--- src/srmc_params.svh ---
// Purpose: Constants for the static RAM host controller
// Assumes: 20 MHz system clock, 50 ns period
// Notes: Times in ns, cycle counts derived with rounding up
`ifndef SRMC_PARAMS_SVH
`define SRMC_PARAMS_SVH

// ****************************************
// Geometry and timing
// ****************************************
`define SRMC_ADDR_W 17
`define SRMC_DATA_W 8
`define SRMC_DEPTH 131072
`define SRMC_CLK_NS 50
// Write strobe low to device outputs released, slowest grade
`define SRMC_WR_HIGHZ_NS 7
// Data setup before the write-ending edge, slowest grade
`define SRMC_DATA_SETUP_NS 8
// Read access from select, slowest grade
`define SRMC_ACCESS_NS 15
`define SRMC_CEIL(t) (((t) + `SRMC_CLK_NS - 1) / `SRMC_CLK_NS)
`define SRMC_WR_CYC \
  `SRMC_CEIL(`SRMC_WR_HIGHZ_NS + `SRMC_DATA_SETUP_NS)
`define SRMC_RD_CYC `SRMC_CEIL(`SRMC_ACCESS_NS)

`endif

--- src/srmc_pkg.sv ---
// Purpose: Types for the static RAM host controller
// Assumes: Included parameters header
// Notes: Request carried as a packed struct
`include "srmc_params.svh"
package srmc_pkg;
  typedef struct packed {
    logic write;
    logic [`SRMC_ADDR_W-1:0] addr;
    logic [`SRMC_DATA_W-1:0] wdata;
  } srmc_req_t;

  typedef enum logic [3:0] {
    ST_IDLE = 4'b0001,
    ST_WRITE = 4'b0010,
    ST_READ = 4'b0100,
    ST_DONE = 4'b1000
  } srmc_state_t;
endpackage

--- src/srmc_ctrl.sv ---
// Purpose: Host controller driving an asynchronous 128K x 8 static RAM
// Assumes: One request at a time; RAM pins on the same board clock
// Notes: Read data sampled at the end of the access window
`timescale 1ns/1ns
`include "srmc_params.svh"

// Function
// - Select plus strobe low stores data
// - Select, output enable low, strobe high reads
// - Setup and hold from ending edge
// - Write cycle covers highz plus setup
// - Host never drives while device drives
// - Address valid by select falling edge
module srmc_ctrl #(
  parameter int WR_CYC = `SRMC_WR_CYC,
  parameter int RD_CYC = `SRMC_RD_CYC
) (
  input wire logic CLK, // System clock
  input wire logic RST_N, // Async reset, low
  input wire logic REQ_VALID, // Request offered
  output logic REQ_READY, // Request taken this cycle
  input wire srmc_pkg::srmc_req_t REQ, // Request fields
  output logic RSP_VALID, // One-cycle done pulse
  output logic [`SRMC_DATA_W-1:0] RSP_RDATA, // Read data
  output logic [`SRMC_ADDR_W-1:0] MEM_ADDR, // RAM address
  output logic MEM_CE_N, // RAM chip select
  output logic MEM_OE_N, // RAM output enable
  output logic MEM_WE_N, // RAM write strobe
  input wire logic [`SRMC_DATA_W-1:0] MEM_DQ_I, // Data from pins
  output logic [`SRMC_DATA_W-1:0] MEM_DQ_O, // Data to pins
  output logic MEM_DQ_OE // High while host drives data
);

  // ****************************************
  // Parameter checks
  // ****************************************
  // Sync stages plus the agreement register
  localparam int SYNC_LAT = 4;

  // Waits count in eight bits; zero would give the same single-tick strobe as one
  if (WR_CYC < 1 || WR_CYC > 255) begin : g_bad_wr_cyc
    $error("srmc_ctrl: write cycle count out of range");
  end
  if (RD_CYC < 1 || RD_CYC + SYNC_LAT > 255) begin : g_bad_rd_cyc
    $error("srmc_ctrl: read cycle count out of range");
  end

  // ****************************************
  // Input capture
  // ****************************************
  // Three stages; data accepted once stages two and three agree
  logic [`SRMC_DATA_W-1:0] dq_s1, dq_s2, dq_s3, dq_q;
  logic [`SRMC_DATA_W-1:0] next_dq_s1, next_dq_s2, next_dq_s3, next_dq_q;

  // Shift the pins in; pick up a settled value only
  always_comb begin
    next_dq_s1 = MEM_DQ_I;
    next_dq_s2 = dq_s1;
    next_dq_s3 = dq_s2;
    next_dq_q = (dq_s2 == dq_s3) ? dq_s3 : dq_q;
  end

  // Register the capture chain
  always_ff @(posedge CLK or negedge RST_N) begin
    if (!RST_N) begin
      dq_s1 <= '0;
      dq_s2 <= '0;
      dq_s3 <= '0;
      dq_q <= '0;
    end else begin
      dq_s1 <= next_dq_s1;
      dq_s2 <= next_dq_s2;
      dq_s3 <= next_dq_s3;
      dq_q <= next_dq_q;
    end
  end

  // ****************************************
  // Sequencer
  // ****************************************
  srmc_pkg::srmc_state_t state, next_state;
  logic [7:0] cnt, next_cnt;
  logic [`SRMC_ADDR_W-1:0] next_addr;
  logic [`SRMC_DATA_W-1:0] wdata, next_wdata, next_rdata;
  logic ce_n, oe_n, we_n, dq_oe, rsp;
  logic next_ce_n, next_oe_n, next_we_n, next_dq_oe, next_rsp;

  // Read wait covers the access cycles plus the sync chain
  localparam int RD_WAIT = RD_CYC + SYNC_LAT;

  assign REQ_READY = (state == srmc_pkg::ST_IDLE);

  // Final tick of a wait; shared by sequencer and response
  function automatic logic last_tick(input logic [7:0] count);
    return count <= 8'h01;
  endfunction

  // Next-state and pin values
  always_comb begin
    next_state = state;
    next_cnt = cnt;
    next_addr = MEM_ADDR;
    next_wdata = wdata;
    next_ce_n = ce_n;
    next_oe_n = oe_n;
    next_we_n = we_n;
    next_dq_oe = dq_oe;
    case (state)
      srmc_pkg::ST_IDLE: begin
        next_ce_n = 1'b1; // Deselected, device in standby
        next_oe_n = 1'b1;
        next_we_n = 1'b1;
        next_dq_oe = 1'b0;
        if (REQ_VALID) begin
          // Address and select change together
          next_addr = REQ.addr;
          next_wdata = REQ.wdata;
          next_ce_n = 1'b0;
          if (REQ.write) begin
            // OE kept high so device never drives
            next_we_n = 1'b0; // Overlap starts the write
            next_dq_oe = 1'b1;
            next_cnt = 8'(WR_CYC);
            next_state = srmc_pkg::ST_WRITE;
          end else begin
            next_oe_n = 1'b0; // Read with strobe high
            next_cnt = 8'(RD_WAIT);
            next_state = srmc_pkg::ST_READ;
          end
        end
      end
      srmc_pkg::ST_WRITE: begin
        // Data held across the whole overlap
        if (last_tick(cnt)) begin
          // Strobe rises first; select and data hold a cycle
          next_we_n = 1'b1;
          next_state = srmc_pkg::ST_DONE;
        end else begin
          next_cnt = cnt - 8'h01;
        end
      end
      srmc_pkg::ST_READ: begin
        if (last_tick(cnt)) begin
          next_oe_n = 1'b1;
          next_ce_n = 1'b1; // Strobe already high
          next_state = srmc_pkg::ST_IDLE;
        end else begin
          next_cnt = cnt - 8'h01;
        end
      end
      srmc_pkg::ST_DONE: begin
        // Release data after strobe, zero hold met
        next_ce_n = 1'b1;
        next_dq_oe = 1'b0;
        next_state = srmc_pkg::ST_IDLE;
      end
      default: begin
        next_state = srmc_pkg::ST_IDLE;
      end
    endcase
  end

  // Register sequencer state and pins
  always_ff @(posedge CLK or negedge RST_N) begin
    if (!RST_N) begin
      state <= srmc_pkg::ST_IDLE;
      cnt <= 8'h00;
      MEM_ADDR <= '0;
      wdata <= '0;
      ce_n <= 1'b1;
      oe_n <= 1'b1;
      we_n <= 1'b1;
      dq_oe <= 1'b0;
    end else begin
      state <= next_state;
      cnt <= next_cnt;
      MEM_ADDR <= next_addr;
      wdata <= next_wdata;
      ce_n <= next_ce_n;
      oe_n <= next_oe_n;
      we_n <= next_we_n;
      dq_oe <= next_dq_oe;
    end
  end

  // ****************************************
  // Response
  // ****************************************
  // Read pulse and data on the final tick, write pulse in ST_DONE; data held until the next read
  always_comb begin
    next_rdata = RSP_RDATA;
    next_rsp = 1'b0;
    if (state == srmc_pkg::ST_READ && last_tick(cnt)) begin
      next_rdata = dq_q; // Settled byte from the capture chain returned
      next_rsp = 1'b1;
    end
    if (state == srmc_pkg::ST_DONE) begin
      next_rsp = 1'b1;
    end
  end

  // Register the response
  always_ff @(posedge CLK or negedge RST_N) begin
    if (!RST_N) begin
      RSP_RDATA <= '0;
      rsp <= 1'b0;
    end else begin
      RSP_RDATA <= next_rdata;
      rsp <= next_rsp;
    end
  end

  // ****************************************
  // Pin outputs
  // ****************************************
  // All pins straight from flip-flops, no glitches on the strobes
  assign MEM_CE_N = ce_n;
  assign MEM_OE_N = oe_n;
  assign MEM_WE_N = we_n;
  assign MEM_DQ_O = wdata;
  assign MEM_DQ_OE = dq_oe;
  assign RSP_VALID = rsp;

endmodule // srmc_ctrl

--- config.mk ---
export PLATFORM = sky130hd
export DESIGN_NAME = srmc_ctrl
export DESIGN_NICKNAME = d
export VERILOG_FILES = /design/src/srmc_pkg.sv /design/src/srmc_ctrl.sv
export VERILOG_INCLUDE_DIRS = /design/src /design/src/src
export SDC_FILE = /design/constraint.sdc
export NUM_CORES = 1
export LEC_CHECK = 0
export BUFFER_PORTS_ARGS = -buffer_cell sky130_fd_sc_hd__buf_2
export CORE_MARGIN = 2
export CORE_UTILIZATION = 40
export CTS_BUF_LIST = sky130_fd_sc_hd__clkbuf_4 sky130_fd_sc_hd__clkbuf_8 sky130_fd_sc_hd__clkbuf_16
export DETAILED_ROUTE_END_ITERATION = 16
export SYNTH_ARGS = -nofsm -noshare
export SYNTH_HDL_FRONTEND = slang
export SYNTH_SLANG_ARGS = --single-unit
export TNS_END_PERCENT = 50
--- constraint.sdc ---
create_clock -name CLK -period 2.8 [get_ports CLK]
set_input_delay 0.56 -clock CLK [delete_from_list [all_inputs] [get_ports CLK]]
set_output_delay 0.56 -clock CLK [all_outputs]
set_load 0.02 [all_outputs]
==> qor.yml, run 1 <==
outcome: "complete, no violations"
p_sw_share_pct: 37.9
cpMaxStageDelayCell: "dfstp_2"
yosysUniqueCellTypes: 43
gr-total-overflow: 0
worst-slew-pin-transition_ns: 0.571
p_clk_share_pct: 22.4
synthMuxAreaShare_pct: 6.96
viasPerCell: 4.74
met2_usage_pct: 21.2
grtUsageTotal_pct: 14.8
tns_ns: 0
relSlewSlack_pct: 61.8
gp_congestion: 0.724
p_seq_share_pct: 43.1
synth_simple_gate_area_share_pct: 17.5
cap_viol_max_count: 0
critical_path_class: "reg2out"
endpoint_kind: "output port"
worstPathCellList: "nor4b_2 > buf_2"
cts_buffers: 9
synth_seq_cells: 82
die_w_um: 93.0
fmax_mhz: 461
wire_per_inst_um: 12.8
switching_power_mw: 1.50
final_common_cell: "nand2_1"
synth_top_family_by_area: "simple AND/OR/NAND/NOR gates"
final_layout_size_suffix_gt1_share_pct: 34.4
period_share_pct: 77.5
drc: 0
synth_xor_area_share_pct: 2.77
place.port_buffers: 75
dieHeight_um: 93.0
h-tree-depth: 3
drv_slew: 0
p_leak_nw: 2.00
busiest_layer: "met2"
cts_resized: 0
hold_buffers: 0
final_cell_mix: "nand2_1, dfrtp_1, buf_2"
diodes: 0
netlist_instances: 267
rows: 32
ys_seq_area_share_pct: 65.0
crit_required_ns: 2.24
design_area_um2: 3870
power_density_nw_per_um2: 1020
yosysWarnings: 0
multiInputGateArea_um2: 1050
clock_skew_ns: 0.00933
register_area_um2: 2060
worst-path-max-fanout: 7
grt_pass1_wl_um: 10100
drt_pass1_iterations: 4
antenna_found_initial: 0
routed_wl_um: 5820
place_ws_ns: 0.753
synth_fa_ha_area_share_pct: 0.791
cp.arrival_ns: 1.61
syn_to_final_growth_pct: 22.2
antenna_left: 0
initial_core_util_pct: 41.2
ir_drop_mv: 0.432
drtIter0Drc: 106
post_cts_buffers: 0
hpwl_um: 3940
cts_tree: "yes"
route.vias.total: 2151
dpl_cell_area_um2: 3660
clkTransAtPathRegs_ns: 0.09
die_area_um2: 8640
fill_cells: 715
hold_class: "in2async"
final_hold_viol_count: 0
grtUsageMet1_pct: 20.7
synth_nets: 306
grt_setup_unrepaired: "no"
synth-compound-area-share_pct: 5.02
period_minus_slack_ns: 2.17
setup_viol: 0
root_buffer: "clkbuf_8"
syn_avg_cell_area_um2: 11.9
worstSetupStartpointType: "register"
worstPathBufferInverterCount: 1
grtUsageMet3_pct: 5.45
coreArea_um2: 7690
insertion_delay_ns: 0.34
grt_pass1_vias: 2142
cts.sinks: 82
critPathMaxStageDelay_ns: 0.59
p_comb_share_pct: 34.4
ios: 76
grt_max_degree: 83
layout.nets: 386
cts_buffer_depth: 2
synth_area_um2: 3170
crit_family: "flip-flops"
p_int_mw: 2.45
layout_setup_ws_ns: 0.631
==> through the flow <==
| step | hold WS, ns | power [mW] | std cells | util (%) |
|---|---|---|---|---|
| after floorplan | 0.264 | 2.65 | 267 | - |
| after global placement | 0.332 | 3.07 | 438 | 47.6 |
| after detailed placement | 0.335 | 3.10 | 438 | 47.6 |
| after CTS | 0.242 | 4.00 | 454 | 50.3 |
| after global routing | 0.241 | 4.23 | 454 | 50.3 |
| final | 0.194 | 3.95 | 454 | 50.3 |
==> path summary, 6_finish.rpt <==
path                                       from                  endpoint  slack (ns)  cells past startpoint
hold reg to reg              dq_s1[1]$_DFF_PN0_        dq_s2[1]$_DFF_PN0_        0.35                      0
max in group asynchronous                 RST_N      state[0]$_DFFE_PN1P_        2.18                      2
hold / removal                            RST_N   MEM_DQ_O[5]$_DFFE_PN0P_        0.19                      2
setup / recovery           state[0]$_DFFE_PN1P_                 REQ_READY        0.63                      2
setup reg to reg           state[1]$_DFFE_PN0P_  RSP_RDATA[6]$_DFFE_PN0P_        0.75                      3
min in group CLK                    MEM_DQ_I[2]        dq_s1[2]$_DFF_PN0_        0.33                      1
==> state kept, by name (all words and copies together), names as in the netlist <==
name / flops
MEM_ADDR: 17
MEM_DQ_O: 8
RSP_RDATA: 8
cnt: 8
dq_q: 8
dq_s1: 8
dq_s2: 8
dq_s3: 8
state: 4
MEM_CE_N: 1
MEM_DQ_OE: 1
MEM_OE_N: 1
MEM_WE_N: 1
RSP_VALID: 1
==> worst register-to-register path: cells and delay by family (launching register included) <==
family	cells	cell delay, ns
multiplexers	1	0.34
AND/OR/NAND/NOR	2	1.12
flip-flops	1	0.48
==> routing by layer <==
| metal | wire (µm) | part of all wire [%] |
|---|---|---|
| met1 | 2900 | 50 |
| met2 | 2450 | 42 |
| met3 | 409 | 7.0 |
| met4 | 60 | 1.0 |
| met5 | 0 | 0 |
==> power by group through the flow <==
stage / combinational (mW) / sequential (mW) / clock (mW)
2_1_floorplan: 0.673 / 1.98 / 0
3_3_place_gp: 1.35 / 1.72 / 0
3_5_place_dp: 1.38 / 1.72 / 0
4_1_cts: 1.38 / 1.71 / 0.918
5_1_grt: 1.50 / 1.75 / 0.984
6_report: 1.36 / 1.70 / 0.886
==> synthesized netlist by cell type, drive strengths merged <==
cell type,number,area share [%]
o21bai,1,0.24
nor4b,3,1.0
nand3b,2,0.47
o41ai,1,0.28
or4,1,0.24
nand3,3,0.47
or2,1,0.20
or3,4,0.83
o311ai,1,0.28
a21oi,2,0.32
buf,6,1.1
mux2,16,6.6
xor2,9,2.5
or4b,1,0.43
clkbuf,3,0.36
o211ai,5,1.2
o31a,1,0.28
nor2b,1,0.20
mux2i,1,0.32
and2b,1,0.28
xnor2,1,0.28
nor4,4,0.79
a22oi,1,0.24
nor2,8,0.95
o2bb2ai,1,0.28
dfrtp,78,62
o311a,1,0.36
inv,4,0.47
dfstp,4,3.3
nor3,5,0.95
o31ai,3,0.71
nand2,83,9.8
ha,2,0.79
nand2b,1,0.20
o21ai,4,0.63
a21boi,1,0.24
nor3b,1,0.24
and2,2,0.40
==> kinds of logic (layout without fill, tap and decap cells) <==
logic type	after synthesis	count (layout)
buffers and inverters	13	98
adders and majority gates	2	2
AOI/OAI and AO/OA	22	22
xor gates and xnor gates	10	10
and+or+nand+nor	121	121
DFF	82	82
muxes	17	17
==> layout make-up <==
type                    count  area share (%)
multi-input cells         172            27.0
well taps                 102            3.30
repair buffers             78            10.7
clock inverters             6            1.84
clock buffers              10            3.56
inverters                   4           0.388
flip-flops and latches     82            53.2
Power figures use the tool's default switching activity.
==> run 2: changes to the inputs <==
- clock period: 2.8 -> 1.9 ns (I/O delays scaled with it)
==> run 2 against run 1 <==
Net effect:
- clock power grew 47%
- sequential power is 45% higher
- core utilization increased by 3.3 points
- highest routed layer unchanged
==> qor.yml, run 2 (same netlist as run 1, synthesis figures left out) <==
route.vias.total: 2247  # +4.5%
worst-path-max-fanout: 6  # -1
drt_pass1_iterations: 4  # unchanged
critical_path_class: "reg2reg"
antenna_left: 0  # unchanged
outcome: "complete, no violations"
syn_to_final_growth_pct: 30.3
fmax_mhz: 529
die_area_um2: 8640  # unchanged
p_leak_nw: 2.13  # +6.6%
final_hold_viol_count: 0  # unchanged
grt_pass1_vias: 2329  # +8.7%
worst-slew-pin-transition_ns: 0.422  # -0.148 ns
clock_skew_ns: 0.00834  # -0.000997 ns
die_w_um: 93.0  # unchanged
hpwl_um: 4400  # +12%
root_buffer: "clkbuf_8"
coreArea_um2: 7690  # unchanged
endpoint_kind: "register"
final_layout_size_suffix_gt1_share_pct: 40.2  # +5.8 points
drv_slew: 0  # unchanged
crit_required_ns: 2.14  # -0.10 ns
r2r_slack_ns: 0.009  # -0.74 ns
final_cells: 478  # +5.3%
worstPathCellList: "or3_4 > or4b_4 > mux2_4"
dieHeight_um: 93.0  # unchanged
grt_pass1_wl_um: 10600  # +4.9%
design_area_um2: 4120  # +6.6%
regMostFlops: "MEM_ADDR"
power_density_nw_per_um2: 1520  # +49%
clkTransAtPathRegs_ns: 0.09  # about the same
place.port_buffers: 75  # unchanged
ir_drop_mv: 0.738  # +71%
final_cell_mix: "nand2_1, dfrtp_1, buf_2"
rows: 32  # unchanged
cts_tree: "yes"
relSlewSlack_pct: 71.9  # +10 points
critPathMaxStageDelay_ns: 0.64  # +0.05 ns
cpMaxStageDelayCell: "or4b_4"
dp.cells: 456  # +4.1%
gr-total-overflow: 0  # unchanged
dpl_cell_area_um2: 3810  # +4.3%
worstPathBufferInverterCount: 0  # -1
hold_class: "in2reg"
h-tree-depth: 3  # unchanged
cp.arrival_ns: 2.13  # +0.52 ns
setup_viol: 0  # unchanged
routed_wl_um: 6350  # +9.3%
cts_buffers: 9  # unchanged
grtUsageTotal_pct: 15.7  # +0.82 points
grt_setup_unrepaired: "yes"
grt_max_degree: 49  # -41%
cap_viol_max_count: 0  # unchanged
diodes: 0  # unchanged
gp_congestion: 0.825  # +14%
period_share_pct: 99.5
ios: 76  # unchanged
cts_buffer_depth: 2  # unchanged
largest_reg_flops: 17  # unchanged
drc: 0  # unchanged
period_minus_slack_ns: 1.89
wire_per_inst_um: 13.3  # +3.8%
crit_family: "simple AND/OR/NAND/NOR gates"
final_common_cell: "nand2_1"
layout.nets: 410  # +6.2%
antenna_found_initial: 0  # unchanged
worstSetupStartpointType: "register"
initial_core_util_pct: 41.2  # unchanged
cts.sinks: 82  # unchanged
drtIter0Drc: 37  # -65%
insertion_delay_ns: 0.35  # about the same
viasPerCell: 4.70  # -0.78%
## run 2: cell count changes in the layout (fill, tap and decap cells not counted), moves of 2 or more
| cell | change |
|---|---|
| buf_4 | +19 |
| buf_6 | +3 |
| ha_1 | -2 |
| ha_2 | +2 |
| or3_1 | -2 |
| or3_4 | +2 |
## run 2: report_power, final
group / internal, mW / switching (mW) / total (mW)
clock network: 0.632 / 0.671 / 1.30
logic: 1.05 / 1.44 / 2.49
registers: 2.22 / 0.253 / 2.47
total: 3.90 / 2.37 / 6.27
## run 2: layer usage
layer  share of wire (%)  GRT usage [%]
met5                   0              0
met4                 1.8           6.86
met3                 6.8           4.56
met2                  44           23.5
met1                  47           21.2
## run 2: worst register-to-register path: cells and delay by family (launching register included)
kind / cells / cell delay, ns
flip-flops: 1 / 0.40
multiplexers: 1 / 0.33
AND/OR/NAND/NOR: 2 / 1.06
## run 2: timing repair
item,in CTS,in global routing
pin swaps,1,5
endpoints found under the setup margin,10,11
setup buffers,1,3
cloned,0,1
hold buffers,1,0
endpoints found under the hold margin,1,0
gates resized for setup,3,11
## run 2: per-stage QoR
step / power, mW / setup TNS [ns] / setup WS [ns] / hold WS, ns / util (%)
5_1_grt: 6.69 / -0.175 / -0.0328 / 0.109 / 53.6
4_1_cts: 6.20 / -0.318 / -0.0420 / 0.114 / 52.7
3_3_place_gp: 4.78 / 0 / 0.00742 / 0.178 / 49.6
6_report: 6.27 / 0 / 0.00899 / 0.131 / 53.6
2_1_floorplan: 3.92 / 0 / 0.0141 / 0.0844 / -
3_5_place_dp: 4.83 / -0.0940 / -0.0165 / 0.179 / 49.6
## run 2: final cells by class
class                           instances  area, µm²
Inverter                                4       15.0
Clock inverter                          7       82.6
Sequential cell                        82       2060
Timing Repair Buffer                  101        614
Tap cell                              102        128
Multi-Input combinational cell        173       1100
Clock buffer                            9        124
Fill cell                             707       3560
## run 2: worst paths after layout
check / startpoint / end / cells past startpoint
worst max-delay path: cnt[3]$_DFFE_PN0P_ / RSP_RDATA[2]$_DFFE_PN0P_ / 3
max in group asynchronous: RST_N / state[0]$_DFFE_PN1P_ / 3
min in group asynchronous: RST_N / MEM_DQ_O[7]$_DFFE_PN0P_ / 2
worst max register to register: cnt[3]$_DFFE_PN0P_ / RSP_RDATA[2]$_DFFE_PN0P_ / 3
worst min-delay path: MEM_DQ_I[7] / dq_s1[7]$_DFF_PN0_ / 1
worst min register to register: dq_s1[7]$_DFF_PN0_ / dq_s2[7]$_DFF_PN0_ / 0
==> run 3: changes to the inputs <==
- PLACE_DENSITY: not set -> 0.65
==> run 3 against run 2 <==
Net effect:
- the flow now finishes with violations (setup timing)
- first-iteration DRC count rose to 3.8 times the previous value
- critical path depth did not move
- fmax fell by 0.64%
- core utilization fell by 0.78 points
- cell count fell by 1.3%
- die area did not move
- clock skew fell by 0.0024 ns
- critical path type unchanged
- largest cell class unchanged
==> qor.yml, run 3 (same netlist as run 1, synthesis figures left out) <==
outcome: "finished, violations left"
violations: "setup timing"
layout_setup_ws_ns: -0.00327  # -0.0123 ns
design_area_um2: 4060  # -1.5%
die_area_um2: 8640  # unchanged
rr_endpoint: "RSP_RDATA[1]$_DFFE_PN0P_"
relSlewSlack_pct: 68.3  # -3.5 points
grt_setup_unrepaired: "yes"
drv_slew: 0  # unchanged
hpwl_um: 4280  # -2.8%
cts_buffers: 9  # unchanged
final_cells: 472  # -1.3%
clkTransAtPathRegs_ns: 0.08  # about the same
cts.sinks: 82  # unchanged
crit_required_ns: 2.14  # about the same
power_density_nw_per_um2: 1520  # +0.30%
regMostFlops: "MEM_ADDR"
multiInputGateArea_um2: 1070  # -2.6%
setup_viol: 1  # +1
place.port_buffers: 75  # unchanged
h-tree-depth: 3  # unchanged
dieHeight_um: 93.0  # unchanged
cts_tree: "yes"
worst-slew-pin-transition_ns: 0.472  # +0.0500 ns
layout.nets: 404  # -1.5%
grt_max_degree: 83  # +69%
worst-path-max-fanout: 11  # +5
fill_cells: 715  # +1.1%
gr-total-overflow: 0  # unchanged
r2r_slack_ns: -0.003  # about the same
cap_viol_max_count: 0  # unchanged
ir_drop_mv: 0.693  # -6.2%
dp.cells: 454  # -0.44%
rr_worst_depth: 3  # unchanged
final_cell_mix: "nand2_1, dfrtp_1, buf_2"
final_hold_viol_count: 0  # unchanged
place_ws_ns: -0.0294  # -0.0129 ns
drt_pass1_iterations: 4  # unchanged
antenna_found_initial: 0  # unchanged
antenna_left: 0  # unchanged
gp_congestion: 0.853  # +3.4%
routed_wl_um: 6250  # -1.7%
drc: 0  # unchanged
route.vias.total: 2280  # +1.5%
coreArea_um2: 7690  # unchanged
final_layout_size_suffix_gt1_share_pct: 38.9  # -1.2 points
period_share_pct: 100  # +0.65 points
hold_buffers: 0  # -1
fmax_mhz: 525  # -0.64%
cpMaxStageDelayCell: "or4b_4"
insertion_delay_ns: 0.35  # about the same
die_w_um: 93.0  # unchanged
critical_path_class: "reg2reg"
syn_to_final_growth_pct: 28.4
p_leak_nw: 2.10  # -1.3%
viasPerCell: 4.83  # +2.8%
rr_startpoint: "cnt[6]$_DFFE_PN0P_"
clock_skew_ns: 0.00590  # -0.00243 ns
whs_ns: 0.0277  # -0.103 ns
critPathMaxStageDelay_ns: 0.67  # +0.03 ns
grt_pass1_wl_um: 10800  # +2.0%
cts_buffer_depth: 2  # unchanged
diodes: 0  # unchanged
final_common_cell: "nand2_1"
period_minus_slack_ns: 1.90  # +0.0123 ns
wire_per_inst_um: 13.2  # -0.47%
register_area_um2: 2060  # unchanged
dpl_cell_area_um2: 3800  # -0.39%
root_buffer: "clkbuf_8"
power_mw: 6.19  # -1.2%
endpoint_kind: "register"
grt_pass1_vias: 2357  # +1.2%
tns_ns: -0.00327  # -0.00327 ns
worstSetupStartpoint: "cnt[6]$_DFFE_PN0P_"
cp.arrival_ns: 2.14  # about the same
ios: 76  # unchanged
final_util_pct: 52.9  # -0.78 points
worstSetupStartpointType: "register"
grtUsageTotal_pct: 16.1  # +0.46 points
worstPathCellList: "or3_4 > or4b_4 > mux2_4"
hold_class: "in2async"
rows: 32  # unchanged
initial_core_util_pct: 41.2  # unchanged
drtIter0Drc: 140  # +280%
largest_reg_flops: 17  # unchanged
## run 3: area by class of cell
class / instances / share of cell area, %
multi-input combinational: 172 / 26.4
sequential: 82 / 50.6
clock inverter: 6 / 1.82
timing repair buffer: 96 / 14.2
inverter: 4 / 0.369
tap: 102 / 3.14
clock buffer: 10 / 3.39
## run 3: report_power, final
group / switching [mW] / internal, mW / leakage (nW)
sequential: 0.255 / 2.22 / 1.02
clock: 0.648 / 0.658 / 0.101
combinational: 1.41 / 0.996 / 0.978
total: 2.32 / 3.88 / 2.10
## run 3: worst max path at each step
| stage | endpoint | slack, ns | cells past startpoint |
|---|---|---|---|
| 2_1_floorplan | RSP_RDATA[0]$_DFFE_PN0P_ | 0.01 | 4 |
| 3_3_place_gp | RSP_RDATA[2]$_DFFE_PN0P_ | 0.03 | 3 |
| 3_5_place_dp | cnt[6]$_DFFE_PN0P_ | -0.03 | 7 |
| 4_1_cts | REQ_READY | 0.01 | 4 |
| 5_1_grt | cnt[2]$_DFFE_PN0P_ | -0.06 | 5 |
| 6_report | RSP_RDATA[1]$_DFFE_PN0P_ | -0.003 | 3 |
## run 3: per-layer routing
metal,GRT usage (%),part of all wire [%]
met1,20.6,45
met2,25.1,46
met3,3.66,6.6
met4,9.56,2.4
met5,0,0
## run 3: what timing repair did
action / 4_1_cts / 5_1_grt
setup endpoints to repair: 6 / 37
pin swaps: 2 / 2
gates resized for setup: 2 / 9
setup buffers: 1 / 1
## run 3: worst max-delay path, delay by kind of cell (launching register included)
family	cells	cell delay (ns)
flops	1	0.41
mux	1	0.33
simple gates	2	1.05
